--- config.mk ---
export PLATFORM = sky130hd
export DESIGN_NAME = pie_irq_enable_bank
export DESIGN_NICKNAME = d
export VERILOG_FILES = /design/src/pie_pkg.sv /design/src/pie_flag_bank.sv /design/src/pie_irq_enable_bank.sv
export SDC_FILE = /design/constraint.sdc
export NUM_CORES = 1
export LEC_CHECK = 0
export ABC_AREA = 1
export BUFFER_PORTS_ARGS = -buffer_cell sky130_fd_sc_hd__buf_2
export CORE_ASPECT_RATIO = 1.25
export CORE_MARGIN = 2
export CORE_UTILIZATION = 40
export DETAILED_ROUTE_END_ITERATION = 8
export GPL_TIMING_DRIVEN = 0
export PLACE_DENSITY = 0.74
export SYNTH_ARGS = -nofsm -noshare
export SYNTH_HDL_FRONTEND = slang
export SYNTH_SLANG_ARGS = --single-unit
--- constraint.sdc ---
create_clock -name clk_i -period 1.8 [get_ports clk_i]
set_clock_uncertainty 0.15 [all_clocks]
set_input_delay 0.09 -clock clk_i [delete_from_list [all_inputs] [get_ports clk_i]]
set_output_delay 0.09 -clock clk_i [all_outputs]
set_load 0.1 [all_outputs]
--- src/pie_pkg.sv ---
// Constants, register map and types of the peripheral interrupt enable bank
package pie_pkg;

    // ****************************************************************
    // Bus and register widths
    // ****************************************************************
    localparam int unsigned PIE_ADR_W = 8;
    localparam int unsigned PIE_DAT_W = 32;
    localparam int unsigned PIE_REG_W = 8;
    localparam int unsigned PIE_SEL_W = 4;

    // ****************************************************************
    // Register byte addresses
    // ****************************************************************
    localparam logic [7:0] PIE_ADR_ENABLE1 = 8'h00;
    localparam logic [7:0] PIE_ADR_MAIN_CTRL = 8'h04;
    localparam logic [7:0] PIE_ADR_FLAGS = 8'h08;
    localparam logic [7:0] PIE_ADR_FLAGS_CLR = 8'h0C;
    localparam logic [7:0] PIE_ADR_PIN_FLAGS = 8'h10;
    localparam logic [7:0] PIE_ADR_PIN_CLR = 8'h14;

    // ****************************************************************
    // Field positions of the enable and flag registers
    // ****************************************************************
    localparam int unsigned PIE_BIT_TMR_GATE = 7;
    localparam int unsigned PIE_BIT_CONV_DONE = 6;
    localparam int unsigned PIE_BIT_SER_RX = 5;
    localparam int unsigned PIE_BIT_SER_TX = 4;
    localparam int unsigned PIE_BIT_SYNC_PORT = 3;
    localparam int unsigned PIE_BIT_CAP_CMP = 2;
    localparam int unsigned PIE_BIT_PER_MATCH = 1;
    localparam int unsigned PIE_BIT_TMR_OVF = 0;

    // Field positions of the main interrupt control register
    localparam int unsigned PIE_BIT_GIE = 7;
    localparam int unsigned PIE_BIT_PERIPHERAL_GROUP_IRQ_ENABLE = 6;
    localparam int unsigned PIE_BIT_SUMMARY = 0;

    // ****************************************************************
    // Reset values
    // ****************************************************************
    localparam logic [7:0] PIE_RST_ENABLE1 = 8'h00;
    localparam logic [7:0] PIE_RST_FLAGS = 8'h00;
    localparam logic [31:0] PIE_RD_ZERO = 32'h00000000;

    // ****************************************************************
    // Types
    // ****************************************************************
    typedef struct packed {
        logic global_irq_enable;
        logic peripheral_group_irq_enable;
    } pie_ctrl_t;

    typedef struct packed {
        logic rd;
        logic wr;
        logic [7:0] adr;
        logic [7:0] wdata;
    } pie_wb_req_t;

endpackage

--- src/pie_flag_bank.sv ---
// Sticky flag bank: hardware set wins over software clear
`timescale 1ns/1ps
module pie_flag_bank
    import pie_pkg::*;
#(
    parameter int unsigned W = 8
) (
    input wire logic clk_i,
    input wire logic rst_i,
    input wire logic [W-1:0] set_i,
    input wire logic [W-1:0] clr_i,
    output logic [W-1:0] flags_o
);

    logic [W-1:0] flags_ff;
    logic [W-1:0] nxt_flags;

    // Set term applied after clear so a same-cycle event survives
    always_comb begin
        nxt_flags = (flags_ff & ~clr_i) | set_i;
    end

    // Flag storage
    always_ff @(posedge clk_i) begin
        if (rst_i) begin
            flags_ff <= W'(PIE_RST_FLAGS);
        end else begin
            flags_ff <= nxt_flags;
        end
    end

    assign flags_o = flags_ff;

endmodule

--- src/pie_irq_enable_bank.sv ---
// Peripheral interrupt enable bank with Wishbone register slave
//
// Function
// Pin-change summary flag is read-only, clears once all per-pin flags clear.
// Flags set on source events regardless of any enable bit.
// Software should clear a flag before setting its enable bit.
// Enable bit 7 gates the timer gate acquisition interrupt.
// Enable bit 6 gates the converter done interrupt.
// Enable bit 4 gates the serial transmit interrupt.
// Enable bit 3 gates the synchronous serial port interrupt.
// All eight enable bits read and write, reset to zero on any reset.
// No peripheral interrupt without the peripheral group enable set.
// Enable bit 5 gates the serial receive interrupt.
// Request raised when flag, its enable, group and global enables are set.
//
// The Wishbone register port and the address map were chosen for this implementation.
`timescale 1ns/1ps
module pie_irq_enable_bank
    import pie_pkg::*;
(
    input wire logic clk_i,
    input wire logic rst_i,
    input wire logic wb_cyc_i,
    input wire logic wb_stb_i,
    input wire logic wb_we_i,
    input wire logic [PIE_ADR_W-1:0] wb_adr_i,
    input wire logic [PIE_SEL_W-1:0] wb_sel_i,
    input wire logic [PIE_DAT_W-1:0] wb_dat_i,
    output logic [PIE_DAT_W-1:0] wb_dat_o,
    output logic wb_ack_o,
    input wire logic [PIE_REG_W-1:0] periph_event_i,
    input wire logic [PIE_REG_W-1:0] pin_change_i,
    output logic irq_o,
    output logic pin_change_summary_flag_o
);

    // ****************************************************************
    // Declarations
    // ****************************************************************
    logic ack_ff;
    logic [PIE_DAT_W-1:0] rdata_ff;
    logic [PIE_DAT_W-1:0] nxt_rdata;
    logic [PIE_REG_W-1:0] peripheral_irq_enable_1_ff;
    pie_ctrl_t ctrl_ff;
    pie_wb_req_t req;
    logic [PIE_REG_W-1:0] periph_flags;
    logic [PIE_REG_W-1:0] per_pin_change_flags;
    logic [PIE_REG_W-1:0] periph_clr;
    logic [PIE_REG_W-1:0] pin_clr;
    logic [PIE_REG_W-1:0] pending;
    logic pin_change_summary_flag;
    logic [PIE_REG_W-1:0] main_ctrl_view;

    // ****************************************************************
    // Wishbone slave
    // ****************************************************************

    // Request decode; a write commits in the cycle ack is high
    always_comb begin
        req.rd = wb_cyc_i & wb_stb_i & ~wb_we_i & ~ack_ff;
        req.wr = wb_cyc_i & wb_stb_i & wb_we_i & ack_ff & wb_sel_i[0];
        req.adr = wb_adr_i;
        req.wdata = wb_dat_i[PIE_REG_W-1:0];
    end

    // Ack one cycle after the strobe, dropped the cycle after
    always_ff @(posedge clk_i) begin
        if (rst_i) begin
            ack_ff <= 1'b0;
        end else begin
            ack_ff <= wb_cyc_i & wb_stb_i & ~ack_ff;
        end
    end

    // Main control register view, unused bits read zero
    always_comb begin
        main_ctrl_view = '0;
        main_ctrl_view[PIE_BIT_GIE] = ctrl_ff.global_irq_enable;
        main_ctrl_view[PIE_BIT_PERIPHERAL_GROUP_IRQ_ENABLE] = ctrl_ff.peripheral_group_irq_enable;
        main_ctrl_view[PIE_BIT_SUMMARY] = pin_change_summary_flag;
    end

    // Read mux; clear registers and unmapped addresses read zero
    always_comb begin
        nxt_rdata = PIE_RD_ZERO;
        unique case (req.adr)
            PIE_ADR_ENABLE1: begin
                nxt_rdata[PIE_REG_W-1:0] = peripheral_irq_enable_1_ff;
            end
            PIE_ADR_MAIN_CTRL: begin
                nxt_rdata[PIE_REG_W-1:0] = main_ctrl_view;
            end
            PIE_ADR_FLAGS: begin
                nxt_rdata[PIE_REG_W-1:0] = periph_flags;
            end
            PIE_ADR_PIN_FLAGS: begin
                nxt_rdata[PIE_REG_W-1:0] = per_pin_change_flags;
            end
            default: begin
                nxt_rdata = PIE_RD_ZERO;
            end
        endcase
    end

    // Read data captured as ack is raised
    always_ff @(posedge clk_i) begin
        if (rst_i) begin
            rdata_ff <= PIE_RD_ZERO;
        end else if (req.rd) begin
            rdata_ff <= nxt_rdata;
        end
    end

    assign wb_dat_o = rdata_ff;
    assign wb_ack_o = ack_ff;

    // ****************************************************************
    // Software registers
    // ****************************************************************

    // Peripheral enable register, all bits read/write
    always_ff @(posedge clk_i) begin
        if (rst_i) begin
            peripheral_irq_enable_1_ff <= PIE_RST_ENABLE1;
        end else if (req.wr && req.adr == PIE_ADR_ENABLE1) begin
            peripheral_irq_enable_1_ff <= req.wdata;
        end
    end

    // Global and group enables; the summary bit ignores writes
    always_ff @(posedge clk_i) begin
        if (rst_i) begin
            ctrl_ff <= '0;
        end else if (req.wr && req.adr == PIE_ADR_MAIN_CTRL) begin
            ctrl_ff.global_irq_enable <= req.wdata[PIE_BIT_GIE];
            ctrl_ff.peripheral_group_irq_enable <= req.wdata[PIE_BIT_PERIPHERAL_GROUP_IRQ_ENABLE];
        end
    end

    // Write-one-to-clear strobes for the two flag banks
    always_comb begin
        periph_clr = '0;
        pin_clr = '0;
        if (req.wr && req.adr == PIE_ADR_FLAGS_CLR) begin
            periph_clr = req.wdata;
        end
        if (req.wr && req.adr == PIE_ADR_PIN_CLR) begin
            pin_clr = req.wdata;
        end
    end

    // ****************************************************************
    // Flags and interrupt request
    // ****************************************************************

    // Peripheral flags latch on events, ignoring every enable
    pie_flag_bank #(
        .W(PIE_REG_W)
    ) u_periph_flags (
        .clk_i(clk_i),
        .rst_i(rst_i),
        .set_i(periph_event_i),
        .clr_i(periph_clr),
        .flags_o(periph_flags)
    );

    // Per-pin change flags
    pie_flag_bank #(
        .W(PIE_REG_W)
    ) u_pin_flags (
        .clk_i(clk_i),
        .rst_i(rst_i),
        .set_i(pin_change_i),
        .clr_i(pin_clr),
        .flags_o(per_pin_change_flags)
    );

    // Summary is derived, so it falls only when every pin flag is clear
    assign pin_change_summary_flag = |per_pin_change_flags;
    assign pin_change_summary_flag_o = pin_change_summary_flag;

    // Per-source gating by the enable bits
    always_comb begin
        pending = periph_flags & peripheral_irq_enable_1_ff;
        pending[PIE_BIT_TMR_GATE] = periph_flags[PIE_BIT_TMR_GATE] &
            peripheral_irq_enable_1_ff[PIE_BIT_TMR_GATE];
        pending[PIE_BIT_CONV_DONE] = periph_flags[PIE_BIT_CONV_DONE] &
            peripheral_irq_enable_1_ff[PIE_BIT_CONV_DONE];
        pending[PIE_BIT_SER_RX] = periph_flags[PIE_BIT_SER_RX] &
            peripheral_irq_enable_1_ff[PIE_BIT_SER_RX];
        pending[PIE_BIT_SER_TX] = periph_flags[PIE_BIT_SER_TX] &
            peripheral_irq_enable_1_ff[PIE_BIT_SER_TX];
        pending[PIE_BIT_SYNC_PORT] = periph_flags[PIE_BIT_SYNC_PORT] &
            peripheral_irq_enable_1_ff[PIE_BIT_SYNC_PORT];
    end

    // Level request needs group and global enables as well
    assign irq_o = ctrl_ff.global_irq_enable &
        ctrl_ff.peripheral_group_irq_enable & (|pending);

    // ****************************************************************
    // Assertions
    // ****************************************************************

    // Summary is read-only: it falls only after a per-pin flag clear
    property p_summary_ro;
        @(posedge clk_i) disable iff (rst_i)
        ($fell(pin_change_summary_flag) && !$past(rst_i)) |->
            $past(|pin_clr);
    endproperty
    a_summary_ro: assert property (p_summary_ro)
        else $error("summary flag does not follow pin flags");

    // Summary stays set while any pin flag remains after a clear
    property p_summary_hold;
        @(posedge clk_i) disable iff (rst_i)
        ((|pin_clr) && ((per_pin_change_flags & ~pin_clr) != 8'h00))
            |=> pin_change_summary_flag;
    endproperty
    a_summary_hold: assert property (p_summary_hold)
        else $error("summary flag cleared while pin flags remain");

    // Any event is visible as a flag on the next cycle, even if cleared
    property p_flag_set;
        @(posedge clk_i) disable iff (rst_i)
        (|periph_event_i) |=>
            ((periph_flags & $past(periph_event_i)) ==
             $past(periph_event_i));
    endproperty
    a_flag_set: assert property (p_flag_set)
        else $error("peripheral event did not set its flag");

    // Timer gate bit alone
    property p_en_tmr_gate;
        @(posedge clk_i) disable iff (rst_i)
        (periph_flags == 8'h80 && ctrl_ff == 2'h3) |->
            (irq_o == peripheral_irq_enable_1_ff[PIE_BIT_TMR_GATE]);
    endproperty
    a_en_tmr_gate: assert property (p_en_tmr_gate)
        else $error("timer gate enable does not gate request");

    // Converter done bit alone
    property p_en_conv_done;
        @(posedge clk_i) disable iff (rst_i)
        (periph_flags == 8'h40 && ctrl_ff == 2'h3) |->
            (irq_o == peripheral_irq_enable_1_ff[PIE_BIT_CONV_DONE]);
    endproperty
    a_en_conv_done: assert property (p_en_conv_done)
        else $error("converter enable does not gate request");

    // Serial receive bit alone
    property p_en_ser_rx;
        @(posedge clk_i) disable iff (rst_i)
        (periph_flags == 8'h20 && ctrl_ff == 2'h3) |->
            (irq_o == peripheral_irq_enable_1_ff[PIE_BIT_SER_RX]);
    endproperty
    a_en_ser_rx: assert property (p_en_ser_rx)
        else $error("receive enable does not gate request");

    // Serial transmit bit alone
    property p_en_ser_tx;
        @(posedge clk_i) disable iff (rst_i)
        (periph_flags == 8'h10 && ctrl_ff == 2'h3) |->
            (irq_o == peripheral_irq_enable_1_ff[PIE_BIT_SER_TX]);
    endproperty
    a_en_ser_tx: assert property (p_en_ser_tx)
        else $error("transmit enable does not gate request");

    // Synchronous port bit alone
    property p_en_sync_port;
        @(posedge clk_i) disable iff (rst_i)
        (periph_flags == 8'h08 && ctrl_ff == 2'h3) |->
            (irq_o == peripheral_irq_enable_1_ff[PIE_BIT_SYNC_PORT]);
    endproperty
    a_en_sync_port: assert property (p_en_sync_port)
        else $error("sync port enable does not gate request");

    // Enable register is zero right after reset release
    property p_en_reset;
        @(posedge clk_i) disable iff (rst_i)
        $fell(rst_i) |-> (peripheral_irq_enable_1_ff == 8'h00);
    endproperty
    a_en_reset: assert property (p_en_reset)
        else $error("enable register not zero after reset");

    // Acked write to the enable register stores the low byte
    property p_en_write;
        @(posedge clk_i) disable iff (rst_i)
        (wb_cyc_i && wb_stb_i && wb_we_i && wb_ack_o && wb_sel_i[0] &&
         wb_adr_i == PIE_ADR_ENABLE1) |=>
            (peripheral_irq_enable_1_ff == $past(wb_dat_i[7:0]));
    endproperty
    a_en_write: assert property (p_en_write)
        else $error("enable register write lost");

    // Group enable low keeps the request low
    property p_group;
        @(posedge clk_i) disable iff (rst_i)
        !ctrl_ff.peripheral_group_irq_enable |-> !irq_o;
    endproperty
    a_group: assert property (p_group)
        else $error("request raised without group enable");

    // Request equals the full enable chain over all sources
    property p_request;
        @(posedge clk_i) disable iff (rst_i)
        irq_o == (ctrl_ff.global_irq_enable &&
                  ctrl_ff.peripheral_group_irq_enable &&
                  ((periph_flags & peripheral_irq_enable_1_ff) != 8'h00));
    endproperty
    a_request: assert property (p_request)
        else $error("request does not match flags and enables");

    // Ack answers one cycle after the strobe and lasts one cycle
    property p_ack;
        @(posedge clk_i) disable iff (rst_i)
        (wb_cyc_i && wb_stb_i && !wb_ack_o) |=> wb_ack_o ##1 !wb_ack_o;
    endproperty
    a_ack: assert property (p_ack)
        else $error("bus ack not one cycle after strobe");

    // Main scenarios
    c_irq_raised: cover property (@(posedge clk_i) disable iff (rst_i)
        $rose(irq_o));
    c_set_and_clear: cover property (@(posedge clk_i) disable iff (rst_i)
        (|(periph_event_i & periph_clr)));
    c_summary_fall: cover property (@(posedge clk_i) disable iff (rst_i)
        $fell(pin_change_summary_flag));
    c_gated_flag: cover property (@(posedge clk_i) disable iff (rst_i)
        (periph_flags != 8'h00) && !irq_o);

endmodule

# --- After elaboration in Yosys (flattened, before gate mapping) ---
# Cells that the tools add are included.
totals:
  regBits: 35
  in_bits: 65
  output_inout_bits: 35
  elab_cells: 45
op_classes:
  n_eq_ne: 5
  mux: 3
  n_bitwise: 23
  n_reduce_logical: 7
op_table:
  columns: ["op", "n"]
  rows:
  - ["$pmux W8 S4", 1]
  - ["$and A8 B8 Y8", 2]
  - ["$eq A8 B4 Y1 const B", 2]
  - ["$eq A8 B5 Y1 const B", 2]
  - ["$mux W8", 2]
  - ["$not A8 Y8", 2]
  - ["$or A8 B8 Y8", 2]
  - ["$reduce_or A8 Y1", 2]
  - ["$and A1 B1 Y1", 14]
  - ["$eq A8 B3 Y1 const B", 1]
  - ["$logic_not A8 Y1", 1]
  - ["$logic_and A1 B1 Y1", 4]
  - ["$and A3 B3 Y3", 1]
  - ["$not A1 Y1", 2]

# --- Logic depth before layout (Yosys ltp) ---
# Gate-level depths: netlist of the first run.
logic_depth:
  ltp_word: 9
  ltp_mapped: 8
  depth_no_buf: 8

# --- Hierarchy ---
# From an unflattened synthesis of the first run, not the netlist that was laid out.
unflattened:
  cells_unflattened: 295
  area_unflattened_um2: 2043.2
by_module_without_submodules:
  columns: ["module", "instances", "cells_per_inst", "area_each_um2", "seq_area_each_um2"]
  rows:
  - ["pie_irq_enable_bank", 1, 213, 1380.1, 380.4]
  - ["pie_flag_bank", 2, 41, 331.6, 160.2]

# --- Worst setup path before layout of the first run ---
# OpenSTA, ideal clock, no wires.
synth_timing:
  kind: "flip-flop to output port"
  from: "reg u_periph_flags.flags_ff[4], in the netlist u_periph_flags.flags_o[4]"
  to: "out irq_o"
  arrival_time_ns: 1.962
  required_ns: 1.560
  slack_ns: -0.402
  stages_incl_launch_ff: 5
  n_path_buf: 0
  path_cell_list: "dfxtp_1 -> nand2_1 -> nand2_1 -> a221oi_1 -> a21oi_1"
synth_via:
  elab_chain_cells: 3
synth_rtl:
  columns: ["item", "line_no", "source"]
  rows:
  - ["start, declared", "pie_flag_bank.sv:15", "logic [W-1:0] flags_ff;"]
  - ["start signal, assigned", "pie_flag_bank.sv:26", "flags_ff <= W'(PIE_RST_FLAGS);"]
  - ["start signal, assigned", "pie_flag_bank.sv:28", "flags_ff <= nxt_flags;"]
  - ["$and A1 B1 Y1", "pie_irq_enable_bank.sv:191", "pending[PIE_BIT_SER_TX] = periph_flags[PIE_BIT_SER_TX] &"]
  - ["$reduce_or A8 Y1", "pie_irq_enable_bank.sv:199", "ctrl_ff.peripheral_group_irq_enable & (|pending);"]
  - ["$and A1 B1 Y1", "pie_irq_enable_bank.sv:199", null]
  - ["end, declared", "pie_irq_enable_bank.sv:33", "output logic irq_o,"]
# Every way passes these cells.

# --- Final worst setup path of the first run ---
layout_timing:
  from: "reg peripheral_irq_enable_1_ff[4]"
  to: "out irq_o"
layout_via:
  elab_chain_cells: 3
layout_rtl:
  columns: ["item", "line_no", "source"]
  rows:
  - ["start, declared", "pie_irq_enable_bank.sv:43", "logic [PIE_REG_W-1:0] peripheral_irq_enable_1_ff;"]
  - ["start signal, assigned", "pie_irq_enable_bank.sv:126", "peripheral_irq_enable_1_ff <= req.wdata;"]
  - ["$and A1 B1 Y1", "pie_irq_enable_bank.sv:191", null]
  - ["$reduce_or A8 Y1", "pie_irq_enable_bank.sv:199", null]
  - ["$and A1 B1 Y1", "pie_irq_enable_bank.sv:199", null]
# Every way passes these cells.

==> impl_metrics.toml, run 1 <==
[timing]
worst_slack_ns = 0.07130
slew_headroom_pct = 61.39
hold_violations = 0
hold_ws_ns = 0.01812
setup_viol = 0
max_slew.worst_pin.slew_ns = 0.5791
fin_crit_ns = 1.729
maxSlewViolCount = 0
post-route-period-util_pct = 96.04
setup_tns_ns = 0
grt_setup_unrepaired = "no"
fmax_mhz = 578.5

[floorplanning]
die_w_um = 66.14
die_h_um = 81.68
io_pins = 100
dieArea_um2 = 5402
rows = 28
start_util_pct = 41.12
fp.coreArea_um2 = 4695

[final_layout]
layout.cells.non_filler = 425
num-fill-cells = 500
fin_nets = 429
layout_commonest_cell = "buf_2"
stdcell_area_um2 = 2654
drive_gt1_share_pct = 29.59
mostFrequentLayoutCells = "buf_2, nand2_1, inv_1"
layout-area-overhead-vs-synth_pct = 37.46
n_antenna_cell = 0
fin_util_pct = 56.53

[synthesis]
synthCells = 263
synth_cell_types = 28
synth_area_leader_cell = "dfxtp_1"
syn_area_um2 = 1931
ys_seq_area_share_pct = 36.29
yosys_warnings = 0
synth_top_cell_area_share_pct = 36.29
ys_ff_latch = 35
synthTopCellsByArea = "dfxtp_1, buf_4, nand2_1"
synth_area_per_cell_um2 = 7.341

[route]
vias = 1921
drc = 0
via_per_inst = 4.520
drt-total-wl_um = 4879
drtAntennaViolNets = 0
detail_route.wl_per_cell_um = 11.48
drt_iter0_markers = 53
firstDrtPassIters = 4

[worst_setup_path]
required_ns = 1.56
cp.arrival_ns = 1.49
critPathBufInv = 1
r2r_cells = 5
r2r_start = "wb_ack_o"
worst_path_max_delay_cell = "buf_2"
crit_fanout = 3
crit_type = "flop to primary output"
cp_slowest_stage_delay_ns = 0.44
critPathTopFamily = "buffers and inverters"
cp_common_cell = "nand2_1"
startpoint_type = "flop"
endpoint_kind = "primary output"
rrSetupSlack_ns = 0.33
path_cells = "nand2_1 > nand2_1 > a221oi_1 > a21oi_2 > buf_2"
rr_endpoint = "u_periph_flags.flags_o[6]"

[clock_network]
clk_path_buf_depth = 2
cts_buffers = 5
cts.sinks = 35
cts_root_buf = "clkbuf_8"
cts-htree-levels = 2
clk_latency_ns = 0.29
cts_repair_resize_count = 0
cts_tree = "done"
path_clk_slew_ns = 0.07

[global_routing]
first_global_vias = 1797
grt_max_degree = 11
grtUsageTotal_pct = 19.15
grt_overflow_total = 0
antenna_found_initial = 0
grt_pass1_wl_um = 7838

[placed_design]
place_congestion = 0.8620
placedCellCount = 393
dp_slack_ns = 0.3334
hpwlAfterDp_um = 3588
postPlaceCellArea_um2 = 2332
port_buffers = 47

[hold_path]
hold_class = "input pin to flop"
worstHoldPathCells = 3
hp-start = "wb_stb_i"
hold_path_end = "wb_ack_o"

[pwr]
power.density_nw_per_um2 = 690.6
cellLeakagePower_nw = 1.340
finalPower_mw = 1.833
peakVddDrop_mv = 0.4322

[run_status]
status = "finished clean"

[run]
cap_violations = 0
[tightest hold or removal path, cell delays in order]
cell and delay (ns):
buf_2 0.09, nand2_1 0.17, nor3_1 0.06
[timing repair]
| item | 4_1_cts | 5_1_grt |
|---|---|---|
| buffers inserted | 0 | 0 |
| endpoints found under the hold margin | 28 | 0 |
| endpoints found under the setup margin | 0 | 0 |
| hold buffers | 24 | 0 |
[metal layers]
layer	track usage, %	vias to the layer above	share of wire [%]
li1	-	1000	-
met1	19.19	835	38
met2	36.10	73	53
met3	4.110	13	5.6
met4	10.61	0	2.9
met5	0	-	0
[worst max path at each step]
stage / start / endpoint / cells past startpoint
2_1_floorplan: u_pin_flags.flags_o[5] / wb_dat_o[0] / 7
3_3_place_gp: wb_adr_i[5] / u_pin_flags.flags_o[3] / 7
3_5_place_dp: wb_ack_o / u_periph_flags.flags_o[6] / 5
4_1_cts: u_periph_flags.flags_o[5] / irq_o / 5
5_1_grt: u_periph_flags.flags_o[5] / irq_o / 5
6_report: peripheral_irq_enable_1_ff[4] / irq_o / 5
[Yosys cell counts, drive strengths merged]
| cell | n |
|---|---|
| inv | 38 |
| o21ai | 19 |
| and2 | 2 |
| nor3 | 3 |
| nor2 | 24 |
| a221oi | 2 |
| a211oi | 10 |
| clkbuf | 2 |
| nand2 | 49 |
| nand3 | 25 |
| a21oi | 25 |
| buf | 27 |
| clkinv | 1 |
| conb | 1 |
| dfxtp | 35 |
[power breakdown]
group / internal [mW] / switching [mW]
Combinational: 0.130 / 0.331
Sequential: 0.802 / 0.0237
Clock: 0.271 / 0.275
Total: 1.20 / 0.630
[registers in the layout, indices dropped and copies added (netlist names)]
| register | flops |
|---|---|
| ctrl_ff | 2 |
| wb_ack_o | 1 |
| u_periph_flags.flags_o | 8 |
| wb_dat_o | 8 |
| peripheral_irq_enable_1_ff | 8 |
| u_pin_flags.flags_o | 8 |
[logic make-up (layout without fill, tap and decap cells)]
family / count (synthesis) / after routing / synth area share, %
flops: 35 / 35 / 36.29
buf+inv: 68 / 147 / 19.05
simple gates: 103 / 103 / 25.92
other cells: 1 / 24 / 0.1942
compound gates: 56 / 56 / 18.54
[cell type report]
type | instances | area, um^2 | area share (%)
tap | 60 | 75.07 | 2.829
buffer | 29 | 216.5 | 8.157
sequential | 35 | 701.9 | 26.45
timing repair buffer | 71 | 475.5 | 17.92
multi-input combinational | 183 | 952.2 | 35.88
inverter | 39 | 151.4 | 5.705
clock inverter | 1 | 5.005 | 0.1886
clock buffer | 7 | 76.32 | 2.876
Note: power is estimated with default switching activity, not from simulation.
==> run 2: changes to the inputs <==
==> constraint.sdc (replaced) <==
create_clock -name clk_i -period 1.8 [get_ports clk_i]
set_clock_uncertainty 0.15 [all_clocks]
set_input_delay 0.27 -clock clk_i [delete_from_list [all_inputs] [get_ports clk_i]]
set_output_delay 0.27 -clock clk_i [all_outputs]
set_load 0.1 [all_outputs]
==> run 2 against run 1 <==
Utilization is 4.7 points lower. Setup slack worse by 0.035 ns. Final area is 8.4% lower. Via count is 5.7% lower. Sequential power hardly changed. Critical path depth stayed put. Final cell count is 5.6% lower. Total power is 2.5% lower. Die area stayed put. Critical endpoint unchanged. Largest cell class unchanged. Largest power group unchanged.
==> impl_metrics.toml, run 2 (same netlist as run 1, synthesis figures left out) <==
[global_routing]
first_global_vias = 1660
grt_overflow_total = 0
grt_pass1_wl_um = 7369
grt_max_degree = 11
antenna_found_initial = 0
grtUsageTotal_pct = 17.94

[clock_network]
cts_setup_buffers = 0
cts_tree = "done"
path_clk_slew_ns = 0.06
cts_buffers = 5
cts_root_buf = "clkbuf_8"
cts-htree-levels = 2
clk_latency_ns = 0.29
cts.sinks = 35
clk_path_buf_depth = 2

[final_layout]
drive_gt1_share_pct = 32.26
mostFrequentLayoutCells = "nand2_1, buf_2, inv_1"
layout-area-overhead-vs-synth_pct = 25.92
fin_nets = 405
layout.cells.non_filler = 401
fin_util_pct = 51.79
n_antenna_cell = 0

[route]
detail_route.wl_per_cell_um = 11.11
drtAntennaViolNets = 0
drt_iter0_markers = 43
drt-total-wl_um = 4454
firstDrtPassIters = 4
vias = 1811
drc = 0
via_per_inst = 4.516

[worst_setup_path]
crit_fanout = 3
required_ns = 1.38
startpoint_type = "flop"
cp.arrival_ns = 1.34
crit_type = "flop to primary output"
endpoint_kind = "primary output"

[timing]
maxSlewViolCount = 0
fin_crit_ns = 1.764
max_slew.worst_pin.slew_ns = 0.5609
worst_slack_ns = 0.03628
slew_headroom_pct = 62.61
hold_ws_ns = 0.06089
grt_setup_unrepaired = "no"
hold_violations = 0
setup_viol = 0
post-route-period-util_pct = 97.98
fmax_mhz = 567.0

[floorplanning]
start_util_pct = 41.12
die_w_um = 66.14
fp.coreArea_um2 = 4695
io_pins = 100
dieArea_um2 = 5402
rows = 28
die_h_um = 81.68

[pwr]
cellLeakagePower_nw = 1.247
power.density_nw_per_um2 = 735.4
peakVddDrop_mv = 0.3843

[placed_design]
place_congestion = 0.8620
port_buffers = 47
placedCellCount = 393
hpwlAfterDp_um = 3588
dp_slack_ns = 0.1548

[run_status]
status = "finished clean"

[run]
cap_violations = 0

[hold_path]
hold_class = "input pin to flop"
[run 2: stage by stage]
step | power (mW) | instance area, um^2 | TNS, ns
after CTS | 1.805 | 2431 | 0
after global placement | 1.256 | 2332 | 0
after detailed placement | 1.260 | 2332 | 0
final | 1.788 | 2431 | 0
after global routing | 1.860 | 2431 | 0
after floorplan | 1.188 | 2022 | -0.004712
[run 2: worst max-delay path, cell delays in order (launching register included)]
cell      delay [ns]
dfxtp_1         0.36
nand2_1         0.08
nand2_1         0.08
a221oi_2        0.04
a21oi_2         0.18
buf_4           0.31
[run 2: area by class of cell]
type,instances,area [um^2]
plain buffers,29,216.5
clock buffers,7,76.32
clock inverters,1,5.005
fillers,533,2263
inverters,39,151.4
multi-input cells,183,964.7
flip-flops and latches,35,701.9
well taps,60,75.07
repair buffers,47,240.2
[run 2: worst paths after layout]
check / cells past startpoint / end / startpoint / slack, ns
min reg2reg: 2 / wb_dat_o[7] / wb_dat_o[7] / 0.31
max: 5 / irq_o / u_periph_flags.flags_o[4] / 0.04
max reg2reg: 5 / u_periph_flags.flags_o[6] / wb_ack_o / 0.34
min: 3 / u_pin_flags.flags_o[5] / pin_change_i[5] / 0.06
[run 2: metal layers]
layer / part of all wire (%) / global-route usage, % / up-vias
li1: - / - / 952
met1: 39 / 19.17 / 789
met2: 52 / 32.70 / 57
met3: 6.1 / 3.973 / 13
met4: 3.1 / 9.184 / 0
met5: 0 / 0 / -
[run 2: where the power goes]
part | internal, mW | switching (mW) | leakage, nW
clock | 0.271 | 0.271 | 0.0422
combinational | 0.0966 | 0.323 | 0.917
sequential | 0.802 | 0.0247 | 0.288
total | 1.17 | 0.618 | 1.25
[run 2: repair_timing]
action                                 4_1_cts  5_1_grt
endpoints found under the hold margin        0        0
hold buffers                                 0        0
resized for setup                            4        0
setup endpoints to repair                    2        0
